--- config.mk ---
export PLATFORM = sky130hd
export DESIGN_NAME = gmp_phy_end_flat
export DESIGN_NICKNAME = d
export VERILOG_FILES = /design/src/gmp_pkg.sv /design/src/gmp_link_if.sv /design/src/gmp_phy_end.sv /design/src/flat_wrapper.sv
export SDC_FILE = /design/constraint.sdc
export NUM_CORES = 1
export LEC_CHECK = 0
export BUFFER_PORTS_ARGS = -buffer_cell sky130_fd_sc_hd__buf_2
export CORE_UTILIZATION = 50
export CTS_CLUSTER_SIZE = 12
export DETAILED_ROUTE_END_ITERATION = 7
export PLACE_DENSITY = 0.7
export SETUP_SLACK_MARGIN = 0.02
export SLEW_MARGIN = 0
export SYNTH_ARGS = -nofsm -noshare
export SYNTH_HDL_FRONTEND = slang
export SYNTH_SLANG_ARGS = --single-unit
export TNS_END_PERCENT = 30
--- constraint.sdc ---
create_clock -name CLOCK_I -period 2.93 [get_ports CLOCK_I]
set_clock_uncertainty 0.15 [all_clocks]
set_input_delay 0.293 -clock CLOCK_I [delete_from_list [all_inputs] [get_ports CLOCK_I]]
set_output_delay 0.293 -clock CLOCK_I [all_outputs]
set_load 0.02 [all_outputs]
--- src/gmp_pkg.sv ---
// shared constants, types and helpers of the byte-wide mac port
package gmp_pkg;
   // clock rates in hertz
   localparam int unsigned CLK_HZ     = 200_000_000;
   localparam int unsigned F10_HZ     = 2_500_000;
   localparam int unsigned F100_HZ    = 25_000_000;
   localparam int unsigned F1000_HZ   = 125_000_000;
   // shortest half period that keeps launch and capture apart
   localparam int unsigned MIN_HALF   = 2;
   localparam int unsigned HALF_W     = 8;
   localparam int unsigned FIFO_DEPTH = 16;
   localparam int unsigned ERR_BIT    = 8;
   localparam int unsigned RX_WORD_W  = 9;

   typedef enum logic [1:0] {
      SPD_10   = 2'h0,
      SPD_100  = 2'h1,
      SPD_1000 = 2'h2
   } gmp_speed_e;

   // one sampled lane: clock, data byte, two control lines
   typedef struct packed {
      logic       clk;
      logic [7:0] d;
      logic       c0;
      logic       c1;
   } gmp_lane_s;

   // half period of the link clock in system clock cycles
   function automatic logic [HALF_W-1:0] gmp_half(input gmp_speed_e spd);
      int unsigned f;
      int unsigned h;
      case (spd)
         SPD_10:  f = F10_HZ;
         SPD_100: f = F100_HZ;
         default: f = F1000_HZ;
      endcase
      h = CLK_HZ / (2 * f);
      if (h < MIN_HALF) begin
         h = MIN_HALF;
      end
      return h[HALF_W-1:0];
   endfunction : gmp_half
endpackage : gmp_pkg

--- src/gmp_link_if.sv ---
// pins between the transceiver end and the mac end of the port
`timescale 1ns/1ps
`default_nettype none
interface gmp_link_if;
   logic       rx_clk;
   logic [7:0] rxd;
   logic       rx_dv;
   logic       rx_ctl;
   logic       tx_clk;
   logic       gtx_clk;
   logic [7:0] txd;
   logic       tx_en;
   logic       tx_ctl;
   logic       crs;
   logic       col;

   modport phy (
      output rx_clk, rxd, rx_dv, rx_ctl, tx_clk, crs, col,
      input  gtx_clk, txd, tx_en, tx_ctl
   );
   modport mac (
      input  rx_clk, rxd, rx_dv, rx_ctl, tx_clk, crs, col,
      output gtx_clk, txd, tx_en, tx_ctl
   );
endinterface : gmp_link_if
`default_nettype wire

--- src/gmp_phy_end.sv ---
// transceiver end of the port with its receive fifo
`timescale 1ns/1ps
`default_nettype none

// ****************************************
// receive fifo
// ****************************************
module gmp_fifo
   import gmp_pkg::*;
#(
   parameter int unsigned WIDTH = RX_WORD_W,
   parameter int unsigned DEPTH = FIFO_DEPTH
) (
   input  wire logic             clk_i,
   input  wire logic             rst_n_i,
   input  wire logic [WIDTH-1:0] in_data_i,
   input  wire logic             in_valid_i,
   output var  logic             in_ready_o,
   output var  logic [WIDTH-1:0] out_data_o,
   output var  logic             out_valid_o,
   input  wire logic             out_ready_i
);
   localparam int unsigned AW = (DEPTH > 1) ? $clog2(DEPTH) : 1;
   localparam int unsigned PW = AW + 1;

   logic [WIDTH-1:0] mem [DEPTH];
   logic [PW-1:0]    wr_ptr, next_wr_ptr;
   logic [PW-1:0]    rd_ptr, next_rd_ptr;
   logic             next_ready;
   logic             push, pop;

   if (DEPTH < 2 || (1 << AW) != DEPTH || WIDTH < 1) begin : g_param_chk
      $error("fifo needs a power of two depth of at least 2 and a width of at least 1");
   end

   assign out_valid_o = (wr_ptr != rd_ptr);
   assign out_data_o  = mem[rd_ptr[AW-1:0]];

   always_comb begin
      push        = in_valid_i && in_ready_o;
      pop         = out_valid_o && out_ready_i;
      next_wr_ptr = wr_ptr + PW'(push);
      next_rd_ptr = rd_ptr + PW'(pop);
      next_ready  = (PW'(next_wr_ptr - next_rd_ptr) != PW'(DEPTH));
   end

   always_ff @(posedge clk_i) begin
      if (!rst_n_i) begin
         wr_ptr     <= '0;
         rd_ptr     <= '0;
         in_ready_o <= 1'b0;
      end else begin
         wr_ptr     <= next_wr_ptr;
         rd_ptr     <= next_rd_ptr;
         in_ready_o <= next_ready;
         if (push) begin
            mem[wr_ptr[AW-1:0]] <= in_data_i;
         end
      end
   end
endmodule : gmp_fifo

// ****************************************
// transceiver end
// ****************************************
module gmp_phy_end
   import gmp_pkg::*;
#(
   parameter int unsigned DEPTH = FIFO_DEPTH
) (
   input  wire logic       CLOCK_I,
   input  wire logic       RST_N_I,
   gmp_link_if.phy         LINK,
   input  wire logic       MODE_RGMII_I,
   input  wire gmp_speed_e SPEED_I,
   input  wire logic [7:0] RX_DATA_I,
   input  wire logic       RX_ER_I,
   input  wire logic       RX_VALID_I,
   output var  logic       RX_READY_O,
   input  wire logic       CARRIER_I,
   input  wire logic       COLLISION_I,
   input  wire logic       FULL_DUPLEX_I,
   output var  logic [7:0] TX_DATA_O,
   output var  logic       TX_VALID_O,
   output var  logic       TX_ER_O
);
   logic [HALF_W-1:0]    half;
   logic [HALF_W-1:0]    div_cnt, next_div_cnt;
   logic                 div_clk, next_div_clk;
   logic                 launch;
   logic [RX_WORD_W-1:0] fifo_data;
   logic                 fifo_valid, fifo_pop;
   logic [RX_WORD_W-1:0] cur_word, next_cur_word;
   logic                 cur_dv, next_cur_dv;
   logic [7:0]           rxd, next_rxd;
   logic                 rx_dv, next_rx_dv;
   logic                 rx_ctl, next_rx_ctl;
   logic                 crs, next_crs;
   logic                 col, next_col;
   logic [1:0]           dclk_d;
   logic                 tx_ref;
   gmp_lane_s            tx_s1, tx_s2;
   logic                 ref_d;
   logic                 t_rise, t_fall;
   logic [3:0]           tx_lo, next_tx_lo;
   logic                 en_cap, next_en_cap;
   logic [7:0]           next_tx_data;
   logic                 next_tx_valid, next_tx_er;

   gmp_fifo #(
      .WIDTH (RX_WORD_W),
      .DEPTH (DEPTH)
   ) u_rx_fifo (
      .clk_i       (CLOCK_I),
      .rst_n_i     (RST_N_I),
      .in_data_i   ({RX_ER_I, RX_DATA_I}),
      .in_valid_i  (RX_VALID_I),
      .in_ready_o  (RX_READY_O),
      .out_data_o  (fifo_data),
      .out_valid_o (fifo_valid),
      .out_ready_i (fifo_pop)
   );

   // ****************************************
   // link clocks and receive launch
   // ****************************************
   assign LINK.rx_clk = div_clk;
   assign LINK.tx_clk = div_clk;
   assign LINK.rxd    = rxd;
   assign LINK.rx_dv  = rx_dv;
   assign LINK.rx_ctl = rx_ctl;
   assign LINK.crs    = crs;
   assign LINK.col    = col;

   always_comb begin
      half          = gmp_half(SPEED_I);
      next_div_cnt  = div_cnt + HALF_W'(1);
      next_div_clk  = div_clk;
      if (div_cnt >= half - HALF_W'(1)) begin
         next_div_cnt = '0;
         next_div_clk = !div_clk;
      end
      // one cycle after a clock change the next half's data is set up
      launch        = (div_cnt == '0);
      fifo_pop      = launch && !div_clk;
      next_cur_word = cur_word;
      next_cur_dv   = cur_dv;
      next_rxd      = rxd;
      next_rx_dv    = rx_dv;
      next_rx_ctl   = rx_ctl;
      if (fifo_pop) begin
         next_cur_word = fifo_valid ? fifo_data : '0;
         next_cur_dv   = fifo_valid;
         if (MODE_RGMII_I) begin
            next_rxd    = {4'h0, next_cur_word[3:0]};
            next_rx_dv  = 1'b0;
            next_rx_ctl = fifo_valid;
         end else begin
            next_rxd    = next_cur_word[7:0];
            next_rx_dv  = fifo_valid;
            next_rx_ctl = next_cur_word[ERR_BIT];
         end
      end else if (launch && MODE_RGMII_I) begin
         next_rxd    = {4'h0, cur_word[7:4]};
         next_rx_ctl = cur_dv ^ cur_word[ERR_BIT];
      end
      next_crs = !MODE_RGMII_I && CARRIER_I;
      next_col = !MODE_RGMII_I && COLLISION_I && !FULL_DUPLEX_I;
   end

   // ****************************************
   // transmit capture
   // ****************************************
   // own clock below gigabit in byte mode, else the mac clock; both two flops late
   assign tx_ref = (!MODE_RGMII_I && SPEED_I != SPD_1000) ? dclk_d[1] : tx_s2.clk;

   always_comb begin
      t_rise        = tx_ref && !ref_d;
      t_fall        = !tx_ref && ref_d;
      next_tx_lo    = tx_lo;
      next_en_cap   = en_cap;
      next_tx_data  = TX_DATA_O;
      next_tx_valid = 1'b0;
      next_tx_er    = TX_ER_O;
      if (!MODE_RGMII_I) begin
         if (t_rise && tx_s2.c0) begin
            next_tx_data  = tx_s2.d;
            next_tx_valid = 1'b1;
            next_tx_er    = tx_s2.c1;
         end
      end else begin
         if (t_rise) begin
            next_tx_lo  = tx_s2.d[3:0];
            next_en_cap = tx_s2.c1;
         end
         if (t_fall && en_cap) begin
            next_tx_data  = {tx_s2.d[3:0], tx_lo};
            next_tx_valid = 1'b1;
            next_tx_er    = en_cap ^ tx_s2.c1;
         end
      end
   end

   // ****************************************
   // registers
   // ****************************************
   always_ff @(posedge CLOCK_I) begin
      if (!RST_N_I) begin
         div_cnt    <= '0;
         div_clk    <= 1'b0;
         cur_word   <= '0;
         cur_dv     <= 1'b0;
         rxd        <= 8'h00;
         rx_dv      <= 1'b0;
         rx_ctl     <= 1'b0;
         crs        <= 1'b0;
         col        <= 1'b0;
         tx_s1      <= '0;
         tx_s2      <= '0;
         dclk_d     <= 2'h0;
         ref_d      <= 1'b0;
         tx_lo      <= 4'h0;
         en_cap     <= 1'b0;
         TX_DATA_O  <= 8'h00;
         TX_VALID_O <= 1'b0;
         TX_ER_O    <= 1'b0;
      end else begin
         div_cnt    <= next_div_cnt;
         div_clk    <= next_div_clk;
         cur_word   <= next_cur_word;
         cur_dv     <= next_cur_dv;
         rxd        <= next_rxd;
         rx_dv      <= next_rx_dv;
         rx_ctl     <= next_rx_ctl;
         crs        <= next_crs;
         col        <= next_col;
         tx_s1      <= {LINK.gtx_clk, LINK.txd, LINK.tx_en, LINK.tx_ctl};
         tx_s2      <= tx_s1;
         dclk_d     <= {dclk_d[0], div_clk};
         ref_d      <= tx_ref;
         tx_lo      <= next_tx_lo;
         en_cap     <= next_en_cap;
         TX_DATA_O  <= next_tx_data;
         TX_VALID_O <= next_tx_valid;
         TX_ER_O    <= next_tx_er;
      end
   end
endmodule : gmp_phy_end
`default_nettype wire

--- src/flat_wrapper.sv ---
// flat-port wrapper written by rule: the top's interface ports become plain ports
module gmp_phy_end_flat import gmp_pkg::*;
#(
   parameter int unsigned DEPTH = FIFO_DEPTH
)
  (CLOCK_I, RST_N_I, MODE_RGMII_I, SPEED_I, RX_DATA_I, RX_ER_I, RX_VALID_I, RX_READY_O, CARRIER_I, COLLISION_I, FULL_DUPLEX_I, TX_DATA_O, TX_VALID_O, TX_ER_O, LINK_rx_clk, LINK_rxd, LINK_rx_dv, LINK_rx_ctl, LINK_tx_clk, LINK_crs, LINK_col, LINK_gtx_clk, LINK_txd, LINK_tx_en, LINK_tx_ctl);
  gmp_link_if LINK_i ();
  input  wire logic CLOCK_I;
  input  wire logic RST_N_I;
  input  wire logic MODE_RGMII_I;
  input  wire gmp_speed_e SPEED_I;
  input  wire logic [7:0] RX_DATA_I;
  input  wire logic RX_ER_I;
  input  wire logic RX_VALID_I;
  output var  logic RX_READY_O;
  input  wire logic CARRIER_I;
  input  wire logic COLLISION_I;
  input  wire logic FULL_DUPLEX_I;
  output var  logic [7:0] TX_DATA_O;
  output var  logic TX_VALID_O;
  output var  logic TX_ER_O;
  output wire logic [$bits(LINK_i.rx_clk)-1:0] LINK_rx_clk;
  output wire logic [$bits(LINK_i.rxd)-1:0] LINK_rxd;
  output wire logic [$bits(LINK_i.rx_dv)-1:0] LINK_rx_dv;
  output wire logic [$bits(LINK_i.rx_ctl)-1:0] LINK_rx_ctl;
  output wire logic [$bits(LINK_i.tx_clk)-1:0] LINK_tx_clk;
  output wire logic [$bits(LINK_i.crs)-1:0] LINK_crs;
  output wire logic [$bits(LINK_i.col)-1:0] LINK_col;
  input wire logic [$bits(LINK_i.gtx_clk)-1:0] LINK_gtx_clk;
  input wire logic [$bits(LINK_i.txd)-1:0] LINK_txd;
  input wire logic [$bits(LINK_i.tx_en)-1:0] LINK_tx_en;
  input wire logic [$bits(LINK_i.tx_ctl)-1:0] LINK_tx_ctl;
  assign LINK_rx_clk = LINK_i.rx_clk;
  assign LINK_rxd = LINK_i.rxd;
  assign LINK_rx_dv = LINK_i.rx_dv;
  assign LINK_rx_ctl = LINK_i.rx_ctl;
  assign LINK_tx_clk = LINK_i.tx_clk;
  assign LINK_crs = LINK_i.crs;
  assign LINK_col = LINK_i.col;
  assign LINK_i.gtx_clk = LINK_gtx_clk;
  assign LINK_i.txd = LINK_txd;
  assign LINK_i.tx_en = LINK_tx_en;
  assign LINK_i.tx_ctl = LINK_tx_ctl;
  gmp_phy_end #(.DEPTH(DEPTH)) u_core (.CLOCK_I(CLOCK_I), .RST_N_I(RST_N_I), .LINK(LINK_i), .MODE_RGMII_I(MODE_RGMII_I), .SPEED_I(SPEED_I), .RX_DATA_I(RX_DATA_I), .RX_ER_I(RX_ER_I), .RX_VALID_I(RX_VALID_I), .RX_READY_O(RX_READY_O), .CARRIER_I(CARRIER_I), .COLLISION_I(COLLISION_I), .FULL_DUPLEX_I(FULL_DUPLEX_I), .TX_DATA_O(TX_DATA_O), .TX_VALID_O(TX_VALID_O), .TX_ER_O(TX_ER_O));
endmodule
==> impl_metrics.tcl <==
set metrics [dict create \
    synth_area_leaders "edfxtp_1 (49%), dfxtp_1 (18%), mux4_2 (5.9%)" \
    crit_arrival_ns 3.10 \
    chipHeight_um 135 \
    hold_viol 0 \
    die_area_um2 18200 \
    cellPowerDensity_nw_per_um2 620 \
    synth_most_common_cell "edfxtp_1" \
    clock-sinks 222 \
    synth.top_cell.area_share 0.489 \
    n_antenna_cell 0 \
    p_sw_frac 0.208 \
    p_int_w 0.00512 \
    p_seq_frac 0.524 \
    drt_iter0_drc 353 \
    crit_type "reg -> reg" \
    syn-cell-area_um2 8850 \
    place_ws_ns -0.0230 \
    grt_pass1_wl_um 27500 \
    rows 48 \
    die_x_um 135 \
    clkTransAtPathRegs_ns 0.06 \
    fin_total_pwr_w 0.00647 \
    first_global_vias 5101 \
    fin_hold_ws_ns 0.0245 \
    cts_buffers 23 \
    firstDrtPassIters 4 \
    max_slew_margin 0.423 \
    syn_area_per_cell_um2 15.3 \
    initial_core_util 0.512 \
    peakVddDrop_mv 0.475 \
    synth.distinct_cells 55 \
    hold_class "in -> reg" \
    net-switching-power_w 0.00135 \
    synth_edf_count 144 \
    endpoint_kind "register" \
    cts_tree "yes" \
    async_flop_share 0 \
    run_status "complete, no violations" \
    fin_util 0.604 \
    worst_skew_pair.late_latency_ns 0.50 \
    max_freq_ghz 0.348 \
    yosysSeqAreaShare 0.665 \
    fin_crit_sh 0.979 \
    drc 0 \
    grt_max_degree 48 \
    leakagePower_nw 3.89 \
    setup-tns-final_ns 0 \
    htreeDepth 1 \
    clkPwrFrac 0.407 \
    worst_slack_ns 0.0603 \
    wl_per_cell_um 19.3 \
    synth_nets 627 \
    grt-ovfl-total 0 \
    fin_nets 721 \
    wl_um 17500 \
    tightest_slew_ns 0.863 \
    drv_slew 0 \
    core_area_um2 17300 \
    antenna_left 0 \
    finalCriticalPeriod_ns 2.87 \
    track_usage 0.199 \
    io_pins 54 \
    required_ns 3.16 \
    route.vias.total 5080 \
    vias_per_cell 5.58 \
    cts-root-buf "clkbuf_16" \
    globalplace.congestion 0.741 \
    startpoint_type "register" \
    syn_to_final_growth_pct 18.0 \
    drive_gt1_frac 0.235 \
    setup_viol 0 \
    comb_power_share 0.069 \
    synth-seq-cells 222 \
    synth_ff_type "edfxtp_1" \
    crit_fanout 5 \
    synth_top_area_cell "edfxtp_1" \
    postSynthCellCount 579 \
    dpl.hpwl_um 11300 \
    yosys_warnings 0 \
    yosys-top-cells-count "edfxtp_1 (144), dfxtp_1 (78), nor2_1 (36)" \
    clk_path_buf_depth 3 \
    antenna_found_initial 0 \
    drv_cap 0 \
    port_buffers 53 \
]
logic make-up after synthesis:
family / synth area share
compound gates: 0.0611
xor+xnor: 0.0198
fa+ha+maj: 0.0269
buf+inv: 0.0250
flops: 0.665
mux: 0.114
other cells: 0.000424
simple gates: 0.0880
placed cells by master, fill, tap and decap left out, types with 5 or more instances in the layout:
cell	count
dlygate4sd3_1	14
mux4_1	12
mux4_2	23
clkbuf_1	10
nand2b_1	7
and2_1	33
xnor2_1	5
a22o_1	12
dfxtp_1	75
nor2b_1	17
xor2_1	12
edfxtp_1	144
clkbuf_16	24
nand2_1	22
nand3_1	10
o21ai_0	18
o311a_1	9
mux2i_1	16
buf_4	33
nor2_1	36
ha_1	14
a22oi_1	10
inv_1	11
buf_2	53
power groups by stage:
stage	logic [W]	clock network, W	registers (W)
2_1_floorplan	0.000271	0	0.00347
3_3_place_gp	0.000394	0	0.00346
3_5_place_dp	0.000408	0	0.00346
4_1_cts	0.000428	0.00268	0.00339
5_1_grt	0.000486	0.00280	0.00340
6_report	0.000445	0.00263	0.00339
state kept, by name (all words and copies together) (netlist names), 5 cells and up:
name	count
u_core.LINK.rxd	8
u_core.TX_DATA_O	8
u_core.cur_word	5
u_core.div_cnt	8
u_core.tx_s1	11
u_core.tx_s2	11
u_core.u_rx_fifo.mem	144
u_core.u_rx_fifo.rd_ptr	5
u_core.u_rx_fifo.wr_ptr	5
metrics by stage:
| step | instances | cell area (um^2) |
|---|---|---|
| after floorplan | 579 | 8850 |
| after global placement | 857 | 9460 |
| after detailed placement | 857 | 9460 |
| after CTS | 909 | 10300 |
| after global routing | 911 | 10400 |
| final | 911 | 10400 |
timing repair:
item,in CTS,in global routing
hold endpoints to repair,13,0
endpoints found under the setup margin,1,1
setup buffers,0,2
cloned,0,0
hold buffers,14,0
resized for setup,9,16
pin swaps,5,8
worst max-delay path, cell delays in order, from the launching register on:
cell	delay, ns
dfxtp_1	0.37
nor3_2	0.19
nand4b_1	0.18
a211o_1	0.30
inv_2	0.09
ha_4	0.16
ha_4	0.20
inv_1	0.09
ha_4	0.21
nor2b_1	0.12
o21ai_1	0.12
nand2b_1	0.16
o41ai_2	0.33
a211oi_1	0.08
final cells by class:
cell class | instances | area [um^2]
Multi-Input combinational cell | 313 | 2890
Tap cell | 225 | 282
Clock inverter | 1 | 8.76
Fill cell | 1258 | 6850
Sequential cell | 222 | 5890
Clock buffer | 37 | 671
Inverter | 13 | 48.8
Timing Repair Buffer | 100 | 653
routing by layer:
| metal | routed length (um) | GRT usage | up-vias | share of wire |
|---|---|---|---|---|
| met1 | 7360 | 0.268 | 2511 | 0.42 |
| met3 | 1270 | 0.0315 | 23 | 0.072 |
| li1 | - | - | 2371 | - |
| met4 | 347 | 0.0562 | 0 | 0.020 |
| met5 | 0 | 0 | - | 0 |
| met2 | 8570 | 0.337 | 175 | 0.49 |
path summary, 6_finish.rpt:
| kind | to | depth (start not counted) | slack (ns) | start |
|---|---|---|---|---|
| worst max-delay path | u_core.u_rx_fifo.in_ready_o | 13 | 0.06 | u_core.div_cnt[5] |
| worst min-delay path | u_core.u_rx_fifo.mem[5][8] | 1 | 0.02 | RX_ER_I |
| worst min register to register | u_core.tx_s2[5] | 1 | 0.28 | u_core.tx_s1[5] |
| worst max register to register | u_core.u_rx_fifo.in_ready_o | 13 | 0.06 | u_core.div_cnt[5] |
No activity file was read; power rests on OpenSTA's default activity.
